## src/aoc_pkg.sv

```systemverilog
package aoc_pkg;

  localparam int AOC_DW = 32;
  localparam int AOC_AW = 6;

  // register byte offsets
  localparam logic [5:0] AOC_CTRL_OFS = 6'h00;
  localparam logic [5:0] AOC_REQ_OFS = 6'h04;
  localparam logic [5:0] AOC_LOLIM_OFS = 6'h08;
  localparam logic [5:0] AOC_HILIM_OFS = 6'h0c;
  localparam logic [5:0] AOC_RAMP_OFS = 6'h10;
  localparam logic [5:0] AOC_CAL_OFS = 6'h14;
  localparam logic [5:0] AOC_FLAGS_OFS = 6'h18;
  localparam logic [5:0] AOC_OUT_OFS = 6'h1c;
  localparam logic [5:0] AOC_ISTAT_OFS = 6'h20;
  localparam logic [5:0] AOC_IMASK_OFS = 6'h24;

  // control register bits
  localparam int AOC_C_SUPP = 0;
  localparam int AOC_C_CALCON = 1;
  localparam int AOC_C_CALIB = 2;
  localparam int AOC_C_LOCLR = 3;
  localparam int AOC_C_HICLR = 4;
  localparam int AOC_C_RPCLR = 5;
  localparam int AOC_C_LATCH = 6;
  localparam int AOC_C_HOLD = 7;
  localparam int AOC_NCTRL = 8;

  // calibration reference report bits
  localparam int AOC_K_LOREF = 0;
  localparam int AOC_K_HIREF = 1;

  // status flag bits, shared by flags, irq status and irq mask
  localparam int AOC_F_HOLD = 0;
  localparam int AOC_F_NAN = 1;
  localparam int AOC_F_UNDER = 2;
  localparam int AOC_F_OVER = 3;
  localparam int AOC_F_LO = 4;
  localparam int AOC_F_HI = 5;
  localparam int AOC_F_RAMP = 6;
  localparam int AOC_F_CALF = 7;
  localparam int AOC_F_CALING = 8;
  localparam int AOC_F_LOREF = 9;
  localparam int AOC_NFLAG = 10;

  // reset values; limit values are signed microamps
  localparam logic [7:0] AOC_CTRL_RST = 8'h00;
  localparam logic [31:0] AOC_LOLIM_RST = 32'h0000_0fa0;
  localparam logic [31:0] AOC_HILIM_RST = 32'h0000_4e20;
  localparam logic [31:0] AOC_RAMP_RST = 32'h0000_0000;
  localparam logic [9:0] AOC_MASK_RST = 10'h000;
  localparam logic [31:0] AOC_NAN_CODE = 32'h8000_0000;

  localparam int AOC_FS_UA = 16000;
  localparam int AOC_UNDER_UA = 3600;
  localparam int AOC_OVER_UA = 21000;
  localparam int AOC_HOLD_PERMIL = 1;

  typedef enum logic [0:0] {
    AOC_CAL_IDLE = 1'b0,
    AOC_CAL_RUN = 1'b1
  } aoc_cal_e;

  typedef struct packed {
    logic [AOC_NCTRL-1:0] ctrl;
    logic signed [31:0] req;
    logic signed [31:0] lolim;
    logic signed [31:0] hilim;
    logic [31:0] ramp;
    logic signed [31:0] outv;
    logic [AOC_NFLAG-1:0] fl;
    logic [AOC_NFLAG-1:0] stat;
    logic [AOC_NFLAG-1:0] mask;
    aoc_cal_e cal;
    logic lo_ok;
    logic hi_ok;
    logic wait_req;
    logic [31:0] rdata;
    logic irq;
  } aoc_state_s;

  localparam aoc_state_s AOC_STATE_RST = '{
    ctrl: AOC_CTRL_RST,
    req: 32'h0000_0000,
    lolim: AOC_LOLIM_RST,
    hilim: AOC_HILIM_RST,
    ramp: AOC_RAMP_RST,
    outv: 32'h0000_0000,
    fl: 10'h000,
    stat: 10'h000,
    mask: AOC_MASK_RST,
    cal: AOC_CAL_IDLE,
    lo_ok: 1'b0,
    hi_ok: 1'b0,
    wait_req: 1'b1,
    rdata: 32'h0000_0000,
    irq: 1'b0
  };

endpackage : aoc_pkg

```

## src/aoc_channel.sv

```systemverilog
// Overview of operation
// - hold flag set while output kept; released by value within 0.1% FS
// - invalid-float flag follows whether the latest written value was numeric
// - below-range flag set when output is at or below 3.6 mA
// - above-range flag set when output is at or above 21.0 mA
// - low alarm raised below low limit, held until value above it
// - output clamped to low limit unless held; suppress blocks the low alarm
// - high alarm raised above high limit, held until value below it
// - output clamped to high limit unless held; suppress blocks the high alarm
// - slew alarm raised when a step exceeds the configured maximum step
// - calibration failed flag set on failed calibration; reset only clears
// - calibrating flag high exactly while calibration is running
// - low reference valid flag set once host reports good low reference
// - low reference valid flag reads zero unless calibration data enabled
// - a 0-to-1 step of the low clear command unlatches the low alarm
//
// Decided for this implementation: the address map and register access over Avalon-MM.
`timescale 1ns/1ps

module aoc_channel
  import aoc_pkg::*;
#(
  parameter int FULL_SCALE = AOC_FS_UA,
  parameter int UNDER_TH = AOC_UNDER_UA,
  parameter int OVER_TH = AOC_OVER_UA
) (
  input wire logic clk_i,
  input wire logic rstn_i,
  input wire logic [AOC_AW-1:0] avs_address_i,
  input wire logic avs_read_i,
  input wire logic avs_write_i,
  input wire logic [AOC_DW-1:0] avs_writedata_i,
  input wire logic [3:0] avs_byteenable_i,
  output logic [AOC_DW-1:0] avs_readdata_o,
  output logic avs_waitrequest_o,
  output logic irq_o,
  output logic [31:0] out_value_o,
  output logic [AOC_NFLAG-1:0] flags_o
);

  localparam logic [32:0] TOL =
    33'(FULL_SCALE * AOC_HOLD_PERMIL / 1000);
  localparam logic signed [31:0] UNDER_V = 32'(UNDER_TH);
  localparam logic signed [31:0] OVER_V = 32'(OVER_TH);

  // a tolerance of zero would release a held channel only on an exact match
  if (FULL_SCALE < 1000 || UNDER_TH >= OVER_TH) begin : g_chk
    $error("aoc_channel: unusable scale or range thresholds");
  end

  function automatic logic [31:0] aoc_merge(
    input logic [31:0] old_v,
    input logic [31:0] new_v,
    input logic [3:0] be
  );
    logic [31:0] r;
    r = old_v;
    for (int i = 0; i < 4; i++) begin
      if (be[i]) begin
        r[i*8 +: 8] = new_v[i*8 +: 8];
      end
    end
    return r;
  endfunction : aoc_merge

  function automatic logic [32:0] aoc_absdiff(
    input logic signed [31:0] a,
    input logic signed [31:0] b
  );
    logic signed [32:0] d;
    d = {a[31], a} - {b[31], b};
    return d[32] ? 33'(-d) : 33'(d);
  endfunction : aoc_absdiff

  function automatic logic signed [31:0] aoc_clamp(
    input logic signed [31:0] v,
    input logic signed [31:0] lo,
    input logic signed [31:0] hi
  );
    if (v < lo) begin
      return lo;
    end else if (v > hi) begin
      return hi;
    end
    return v;
  endfunction : aoc_clamp

  aoc_state_s st_ff;
  aoc_state_s nxt;

  logic wr_go;
  logic rd_go;
  logic req_go;
  logic cal_go;
  logic [31:0] wv;
  logic [AOC_NCTRL-1:0] rise;
  logic signed [31:0] newv;
  logic step_bad;
  logic [31:0] mrg;

  always_comb begin
    nxt = st_ff;
    wr_go = avs_write_i && !st_ff.wait_req;
    rd_go = avs_read_i && !st_ff.wait_req;
    wv = avs_writedata_i;
    rise = '0;
    req_go = 1'b0;
    cal_go = 1'b0;
    newv = '0;
    step_bad = 1'b0;
    mrg = '0;

    // one wait state: read data are captured as waitrequest drops
    nxt.wait_req = 1'b1;
    if ((avs_read_i || avs_write_i) && st_ff.wait_req) begin
      nxt.wait_req = 1'b0;
      case (avs_address_i)
        AOC_CTRL_OFS: nxt.rdata = 32'(st_ff.ctrl);
        AOC_REQ_OFS: nxt.rdata = st_ff.req;
        AOC_LOLIM_OFS: nxt.rdata = st_ff.lolim;
        AOC_HILIM_OFS: nxt.rdata = st_ff.hilim;
        AOC_RAMP_OFS: nxt.rdata = st_ff.ramp;
        AOC_CAL_OFS: nxt.rdata = {30'h0, st_ff.hi_ok, st_ff.lo_ok};
        AOC_FLAGS_OFS: nxt.rdata = 32'(st_ff.fl);
        AOC_OUT_OFS: nxt.rdata = st_ff.outv;
        AOC_ISTAT_OFS: nxt.rdata = 32'(st_ff.stat);
        AOC_IMASK_OFS: nxt.rdata = 32'(st_ff.mask);
        default: nxt.rdata = 32'h0000_0000;
      endcase
    end

    if (wr_go) begin
      case (avs_address_i)
        AOC_CTRL_OFS: begin
          mrg = aoc_merge(32'(st_ff.ctrl), wv, avs_byteenable_i);
          nxt.ctrl = mrg[AOC_NCTRL-1:0];
          rise = nxt.ctrl & ~st_ff.ctrl;
        end
        AOC_REQ_OFS: begin
          req_go = 1'b1;
          newv = aoc_merge(st_ff.req, wv, avs_byteenable_i);
        end
        AOC_LOLIM_OFS: begin
          nxt.lolim = aoc_merge(st_ff.lolim, wv, avs_byteenable_i);
        end
        AOC_HILIM_OFS: begin
          nxt.hilim = aoc_merge(st_ff.hilim, wv, avs_byteenable_i);
        end
        AOC_RAMP_OFS: begin
          nxt.ramp = aoc_merge(st_ff.ramp, wv, avs_byteenable_i);
        end
        AOC_CAL_OFS: cal_go = avs_byteenable_i[0];
        AOC_IMASK_OFS: begin
          mrg = aoc_merge(32'(st_ff.mask), wv, avs_byteenable_i);
          nxt.mask = mrg[AOC_NFLAG-1:0];
        end
        default: ;
      endcase
    end

    if (rise[AOC_C_HOLD]) begin
      nxt.fl[AOC_F_HOLD] = 1'b1;
    end

    if (req_go) begin
      if (newv == AOC_NAN_CODE) begin
        // the invalid value is dropped; output keeps its last value
        nxt.fl[AOC_F_NAN] = 1'b1;
      end else begin
        nxt.fl[AOC_F_NAN] = 1'b0;
        step_bad = st_ff.ramp != 32'h0 &&
                   aoc_absdiff(newv, st_ff.req) > {1'b0, st_ff.ramp};
        if (st_ff.fl[AOC_F_HOLD] &&
            aoc_absdiff(newv, st_ff.outv) <= TOL) begin
          nxt.fl[AOC_F_HOLD] = 1'b0;
        end
        nxt.req = newv;
      end
    end

    // a held channel keeps its output; otherwise it tracks the request
    if (!nxt.fl[AOC_F_HOLD]) begin
      nxt.outv = aoc_clamp(nxt.req, nxt.lolim, nxt.hilim);
    end

    // ranges follow the driven value and clear by themselves
    nxt.fl[AOC_F_UNDER] = nxt.outv <= UNDER_V;
    nxt.fl[AOC_F_OVER] = nxt.outv >= OVER_V;

    // limit alarms: the clear is applied first so that a set wins
    if (rise[AOC_C_LOCLR] ||
        (!nxt.ctrl[AOC_C_LATCH] && nxt.req > nxt.lolim)) begin
      nxt.fl[AOC_F_LO] = 1'b0;
    end
    if (nxt.req < nxt.lolim && !nxt.ctrl[AOC_C_SUPP]) begin
      nxt.fl[AOC_F_LO] = 1'b1;
    end
    if (rise[AOC_C_HICLR] ||
        (!nxt.ctrl[AOC_C_LATCH] && nxt.req < nxt.hilim)) begin
      nxt.fl[AOC_F_HI] = 1'b0;
    end
    if (nxt.req > nxt.hilim && !nxt.ctrl[AOC_C_SUPP]) begin
      nxt.fl[AOC_F_HI] = 1'b1;
    end

    if (rise[AOC_C_RPCLR] ||
        (req_go && !step_bad && !nxt.ctrl[AOC_C_LATCH])) begin
      nxt.fl[AOC_F_RAMP] = 1'b0;
    end
    if (step_bad && !nxt.ctrl[AOC_C_SUPP]) begin
      nxt.fl[AOC_F_RAMP] = 1'b1;
    end

    case (st_ff.cal)
      AOC_CAL_IDLE: begin
        if (nxt.ctrl[AOC_C_CALIB]) begin
          nxt.cal = AOC_CAL_RUN;
          nxt.lo_ok = 1'b0;
          nxt.hi_ok = 1'b0;
        end
      end
      AOC_CAL_RUN: begin
        if (cal_go) begin
          nxt.lo_ok = st_ff.lo_ok | wv[AOC_K_LOREF];
          nxt.hi_ok = st_ff.hi_ok | wv[AOC_K_HIREF];
        end
        // dropping calibrate early is the host's fault, seen as failure
        if (!nxt.ctrl[AOC_C_CALIB]) begin
          nxt.cal = AOC_CAL_IDLE;
          if (!(nxt.lo_ok && nxt.hi_ok)) begin
            nxt.fl[AOC_F_CALF] = 1'b1;
          end
        end
      end
      default: nxt.cal = AOC_CAL_IDLE;
    endcase
    nxt.fl[AOC_F_CALING] = nxt.cal == AOC_CAL_RUN;
    nxt.fl[AOC_F_LOREF] = nxt.lo_ok && nxt.ctrl[AOC_C_CALCON];

    // a status read clears only the bits it returned, so new events stay
    for (int i = 0; i < AOC_NFLAG; i++) begin
      if (rd_go && avs_address_i == AOC_ISTAT_OFS && st_ff.rdata[i]) begin
        nxt.stat[i] = 1'b0;
      end
      if (nxt.fl[i] && !st_ff.fl[i]) begin
        nxt.stat[i] = 1'b1;
      end
    end
    nxt.irq = |(nxt.stat & nxt.mask);
  end

  always_ff @(posedge clk_i) begin
    if (!rstn_i) begin
      st_ff <= AOC_STATE_RST;
    end else begin
      st_ff <= nxt;
    end
  end

  assign avs_readdata_o = st_ff.rdata;
  assign avs_waitrequest_o = st_ff.wait_req;
  assign irq_o = st_ff.irq;
  assign out_value_o = st_ff.outv;
  assign flags_o = st_ff.fl;
endmodule : aoc_channel

```

## config.mk

```make
export PLATFORM = sky130hd
export DESIGN_NAME = aoc_channel
export DESIGN_NICKNAME = d
export VERILOG_FILES = /design/src/aoc_pkg.sv /design/src/aoc_channel.sv
export SDC_FILE = /design/constraint.sdc
export NUM_CORES = 1
export LEC_CHECK = 0
export BUFFER_PORTS_ARGS = -buffer_cell sky130_fd_sc_hd__buf_2
export CAP_MARGIN = 5
export CORE_AREA = 2 2 228 174
export DETAILED_ROUTE_END_ITERATION = 7
export DIE_AREA = 0 0 230 176
export PLACE_DENSITY = 0.7
export SYNTH_ARGS = -nofsm -noshare
export SYNTH_HDL_FRONTEND = slang
export SYNTH_SLANG_ARGS = --single-unit
```

## constraint.sdc

```tcl
create_clock -name clk_i -period 17.2 [get_ports clk_i]
set_input_delay 2.58 -clock clk_i [delete_from_list [all_inputs] [get_ports clk_i]]
set_output_delay 2.58 -clock clk_i [all_outputs]
set_load 0.005 [all_outputs]
```

* Yosys cells after proc, flatten, opt, wreduce, memory -nomap -nowiden
Index checks and enable logic that the tools add are counted.
** Storage, ports and cells
- Output and inout bits :: 76
- Logic and storage cells :: 200
- Bits in registers :: 235
- Input bits :: 46
** Cells by class
- Order comparisons :: 8
- Mux-type cells :: 91
- Add/sub/neg operators :: 4
- Reductions and logical operators :: 61
- Equality and inequality tests :: 11
- Bitwise logic cells :: 6
** Operators by type and width (number)
- $mux 32 :: 11
- $pmux 32 s10 :: 1
- $mux 8 :: 22
- $mux 33 :: 3
- $mux 96 :: 1
- $neg 33->33 :: 2
- $sub 32x32->33 :: 2
- $gt 32x32->1 :: 2
- $lt 32x32->1 :: 2
- $mux 1 :: 43
- $logic_and 1x1->1 :: 35
- $gt 33x32->1 :: 1
- $le 33x5->1 const B :: 1
- $eq 32x32->1 const B :: 1
- $ge 32x16->1 const B :: 1
- $le 32x13->1 const B :: 1
- $reduce_bool 32->1 :: 1
- $eq 6x5->1 const B :: 4
- $mux 10 :: 2
- $logic_not 1->1 :: 14
- $mux 7 :: 2
- $eq 6x4->1 const B :: 2
- $eq 6x6->1 const B :: 2
- $reduce_and 3->1 :: 4
- 14 further kinds :: 21

* Logic depth before layout (Yosys ltp)
- Depth after elaboration :: 20
- Gate-level depth with buffers :: 36

* Worst setup path after synthesis
OpenSTA, ideal clock, no wires.
- Path type :: input port to flip-flop
- Start point :: in avs_address_i[1]
- End point :: reg st_ff, in the netlist flags_o[6]
- Buffers on the path :: 4
- Cell stages on the path :: 35
- Arrival :: 9.465 ns
- Required time :: 17.085 ns
- Setup slack :: 7.621 ns
- Path through :: nor4_1 -> nand2_1 -> clkbuf_1 -> buf_1 -> nor2_1 -> ha_1 -> o21ai_0 -> nand2_1 -> a21o_1 -> a31oi_1 -> o211ai_1 -> a2111o_1 -> nand2_1 -> o2111ai_1 -> and3_1 -> o22ai_1 -> clkbuf_1 -> clkbuf_1 -> nand2_1 -> xnor2_1 -> ha_1 -> a21o_1 -> a21o_1 -> a21o_1 -> a21o_1 -> a21o_1 -> a21o_1 -> a221o_1 -> a221oi_1 -> o21ai_0 -> o221a_2 -> a41oi_1 -> nand2b_1 -> a21oi_1 -> o21a_1
** On the way
- Cells in the longest elaborated chain, start to end :: 16
** RTL lines
- start, declared :: line aoc_channel.sv:29 : input wire logic [AOC_AW-1:0] avs_address_i,
- $eq 6x3->1 :: line aoc_channel.sv:133 : case (avs_address_i)
- $mux 32 :: line aoc_channel.sv:133
- $mux 32 :: line aoc_channel.sv:132 : if (wr_go) begin
- $sub 32x32->33 :: line aoc_channel.sv:71 : d = {a[31], a} - {b[31], b};
- $neg 33->33 :: line aoc_channel.sv:72 : return d[32] ? 33'(-d) : 33'(d);
- $mux 33 :: line aoc_channel.sv:72
- $gt 33x32->1 :: line aoc_channel.sv:172 : aoc_absdiff(newv, st_ff.req) > {1'b0, st_ff.ramp};
- $logic_and 1x1->1 :: line aoc_channel.sv:171 : step_bad = st_ff.ramp != 32'h0 &&
- $mux 1 :: line aoc_channel.sv:166 : if (newv == AOC_NAN_CODE) begin
- $mux 1 :: line aoc_channel.sv:165 : if (req_go) begin
- $logic_not 1->1 :: line aoc_channel.sv:207 : (req_go && !step_bad && !nxt.ctrl[AOC_C_LATCH])) begin
- $logic_and 1x1->1 (2 in series) :: line aoc_channel.sv:207
- $logic_or 1x1->1 :: line aoc_channel.sv:206 : if (rise[AOC_C_RPCLR] ||
- $mux 1 :: line aoc_channel.sv:206
- $mux 1 * :: line aoc_channel.sv:210 : if (step_bad && !nxt.ctrl[AOC_C_SUPP]) begin
- end signal, assigned :: line aoc_channel.sv:256 : st_ff <= nxt;
- end, declared :: line aoc_channel.sv:88 : aoc_state_s st_ff;
Mark *: on every way between the ends. The rest lies on a longest branch, timed or not.
A chain may end at the register's enable or synchronous reset.

* Worst setup path after layout
- Start point :: in avs_address_i[3]
- End point :: reg st_ff, in the netlist irq_o
** On the way
- Cells in the longest elaborated chain, start to end :: 20
** RTL lines
- branches (longest 18 deep; another with $sub 32x32->33)
- $and 10x10->10 * :: line aoc_channel.sv:249 : nxt.irq = |(nxt.stat & nxt.mask);
- $reduce_or 10->1 * :: line aoc_channel.sv:249
Mark *: on every way between the ends. The select of a mux whose other input is x is not followed.

==> results.md <==
* Result of the run: complete, no violations
* Avg Vias per Cell at 6.67
* Peak supply drop at 64.2 µV
* Antenna diode count at 0
* Post-route worst hold slack at 0.483 ns
* Post-place setup slack at 5.68 ns
* Post-DP HPWL at 64.2 mm
* Final-report max-slew violation count at 0
* H-tree depth at 1
* Global placement routability congestion at 1.06
* Total routing resource utilization after global routing at 39.1%
* Startpoint-to-endpoint class of the critical path: in2reg
* Post-synthesis to final-layout area growth at 6.66%
* Count of flip-flops with a built-in enable after synthesis at 0
* Width of the die at 230 µm
* Total leakage power at 9.54 nW
* Initial detailed-routing violation count at 2,828
* Residual DRC count at 0
* Grt total ovfl at 0
* Worst hold path endpoint: st_ff[231]
* Net count after synthesis at 2,832
* FF-to-FF Start: avs_waitrequest_o
* Count of non-filler cells in the finished layout at 3,140
* Effective utilization at floorplan at 52.5%
* Synth area leader: sky130_fd_sc_hd__dfxtp_1
* Via count at 21,000
* Setup repair after global routing missed its margin: no
* Vertical extent of the die at 176 µm
* Async S/R FF share, synth at 0%
* Die outline area at 0.0405 mm²
* Maximum root-to-sink buffer count at 3
* Number of setup violations in the final report at 0
* Largest net degree at the start of global routing at 83
* Clock tree from TritonCTS: done
* Critical path's largest stage delay at 0.70 ns
* Worst setup slack after layout at 5.87 ns
* Final total power at 0.00131 W
* Type of origin of the critical path: input pin
* Final TNS setup at 0 ns
* 1st-pass router iterations at 7
* Fraction of layout instances using a drive strength above 1 at 10.6%
* Hold Path Cell Cnt at 2
* Inserted Clock Buffers at 26
* FF-to-FF setup slack at 7.77 ns
* Yosys top cell area share at 23.4%
* Per-cell routed wire length at 26.1 µm
* Portion of total power attributed to the clock network at 43.6%
* Placed cell count at 3,095
* Comb power frac at 14.3%
* Count of yosys warnings during synthesis at 0
* Master of the slowest instance on the critical path: sky130_fd_sc_hd__o31ai_1
* Antenna-violating nets left at 0
* Synthesized area divided by synthesized cell count at 7.60 µm²
* Critical path's most frequent cell: sky130_fd_sc_hd__nand2_1
* Depth of the most critical reg-to-reg path at 28
* Top-level I/O count at 122
* Post-cts gate resize count at 0
* Top_reg_cell synth: sky130_fd_sc_hd__dfxtp_1
* Final hold violations at 0
* CTS root buf: sky130_fd_sc_hd__clkbuf_16
* Max-cap check violation count at 0
* Combined area of all synthesized cells at 0.0199 mm²
* Cell count after synthesis at 2,623
* Core ar. at 0.0380 mm²
* I/O Buffers at 121
* Number of global-route vias before repair at 19,100
* Total clock sinks at 233
* Clock slew at the register clock pins of the worst setup and hold paths at 0.08 ns
* Sequential share of power at 42.1%
* Clock period minus final worst setup slack at 11.33 ns
* Hold Path Class: reg2reg
* Reg-to-reg endpoint: irq_o
* Net count reported at finish at 2,820
* Maximum clock rate at 0.0883 GHz
* Worst Min Path Start: st_ff[231]
* Biggest fanout along the worst timing path at 35
* Biggest area contributors in the synthesized netlist: sky130_fd_sc_hd__dfxtp_1 23%, sky130_fd_sc_hd__ha_1 10%, sky130_fd_sc_hd__mux2i_1 7.7%
* Worst Skew at 0.0194 ns
* Sequential element share of the synthesized area at 23.4%
* Dominant cell by count in the synthesized netlist: sky130_fd_sc_hd__nor2_1
* Slew at the pin closest to its max-slew limit at 1.30 ns
* Power density over the cells at 61.4 mW/mm²
* CP Data Required Time at 17.63 ns
* Std-Cell Rows at 62
* Final wirelength at 82.0 mm
* Switch share at 29.3%
* Worst skew pair latency at 0.56 ns
* Data arrival at the endpoint of the critical path at 11.76 ns
* Int Power at 0.000924 W
* Post-synth cell types at 91
* Cts-stage hold buffer count at 0
* Global-route wire length before repair at 122 mm
* Rel. slew slack at 10.8%
* Commonest cells in the synthesized netlist: 305 x sky130_fd_sc_hd__nor2_1, 239 x sky130_fd_sc_hd__nand2_1, 233 x sky130_fd_sc_hd__dfxtp_1
* Element type at the critical path end: flip-flop
* Share of the clock period used by the worst path at 65.9%
* Initial antenna violation count at 1
* Synth Register Bits at 233
* Sw Pwr at 0.000383 W
* Layout filler cell count at 3,671
* Buffer count from post-CTS setup fixing at 0
[placed cells by master, fill, tap and decap left out, types with 34 or more instances in the layout]
| cell type | instances |
|---|---|
| sky130_fd_sc_hd__a21oi_1 | 222 |
| sky130_fd_sc_hd__o21ai_0 | 104 |
| sky130_fd_sc_hd__ha_1 | 161 |
| sky130_fd_sc_hd__a211oi_1 | 53 |
| sky130_fd_sc_hd__nor4_1 | 40 |
| sky130_fd_sc_hd__nor3_1 | 64 |
| sky130_fd_sc_hd__a21o_1 | 44 |
| sky130_fd_sc_hd__a222oi_1 | 37 |
| sky130_fd_sc_hd__inv_1 | 155 |
| sky130_fd_sc_hd__nand4_1 | 34 |
| sky130_fd_sc_hd__dfxtp_1 | 233 |
| sky130_fd_sc_hd__buf_2 | 121 |
| sky130_fd_sc_hd__xnor2_1 | 47 |
| sky130_fd_sc_hd__mux2_2 | 36 |
| sky130_fd_sc_hd__nor2_1 | 303 |
| sky130_fd_sc_hd__nand2_1 | 239 |
| sky130_fd_sc_hd__nand3_1 | 80 |
| sky130_fd_sc_hd__mux2i_1 | 153 |
[cell families (layout without fill, tap and decap cells)]
family	after synthesis	after routing	share of synthesized area (%)
DFF	233	233	23.4
AOI/OAI and AO/OA	685	685	23.1
buffers and inverters	349	354	8.07
and+or+nand+nor	936	936	22.3
adders and majority gates	163	163	10.3
muxes	191	191	9.94
xor gates and xnor gates	66	66	2.90
[routing by layer]
| layer | part of all wire [%] | GRT usage, % | vias up |
|---|---|---|---|
| met5 | 0.012 | 0 | - |
| met4 | 4.6 | 15.7 | 2 |
| met3 | 11 | 8.46 | 189 |
| met2 | 41 | 57.3 | 1257 |
| met1 | 44 | 55.7 | 9988 |
| li1 | - | - | 9523 |
[worst max-delay path: cells and delay by family]
family,cells,cell delay [ns]
adders and majority gates,2,0.79
xor gates and xnor gates,2,0.33
AOI/OAI and AO/OA,8,2.66
buffers and inverters,2,0.50
and+or+nand+nor,15,4.88
[power groups by stage]
stage	clock (W)	sequential (W)	combinational, W
floorplan	0	0.000559	0.000119
global placement	0	0.000562	0.000178
detailed placement	0	0.000562	0.000179
CTS	0.000570	0.000550	0.000179
global route	0.000588	0.000550	0.000199
finish	0.000570	0.000550	0.000187
[per-stage QoR]
step	utilization [%]	cell area [µm²]
2_1_floorplan	-	19900
3_3_place_gp	53.8	20500
3_5_place_dp	53.8	20500
4_1_cts	56.0	21300
5_1_grt	56.0	21300
6_report	56.0	21300
[area by class of cell]
| class | instances | area, µm² | share of cell area [%] |
|---|---|---|---|
| Clock buffer | 37 | 753 | 3.54 |
| Clock inverter | 8 | 70.1 | 0.329 |
| Inverter | 156 | 591 | 2.78 |
| Multi-Input combinational cell | 2041 | 13700 | 64.4 |
| Sequential cell | 233 | 4660 | 21.9 |
| Tap cell | 512 | 641 | 3.01 |
| Timing Repair Buffer | 153 | 846 | 3.98 |
[how the worst max path moves through the flow]
| stage | start | endpoint | slack [ns] | depth (start not counted) |
|---|---|---|---|---|
| after floorplan | avs_address_i[1] | flags_o[6] | 7.62 | 35 |
| after global placement | avs_address_i[3] | irq_o | 5.75 | 29 |
| after detailed placement | avs_address_i[3] | irq_o | 5.68 | 29 |
| after CTS | avs_address_i[3] | irq_o | 6.24 | 29 |
| after global routing | avs_address_i[3] | irq_o | 5.68 | 29 |
| final | avs_address_i[3] | irq_o | 5.87 | 29 |
[state kept, by name, summed over array words and instances (netlist names)]
name / count
st_ff: 158
avs_readdata_o: 32
out_value_o: 32
flags_o: 9
avs_waitrequest_o: 1
irq_o: 1
(Power assumes the default switching activity.)
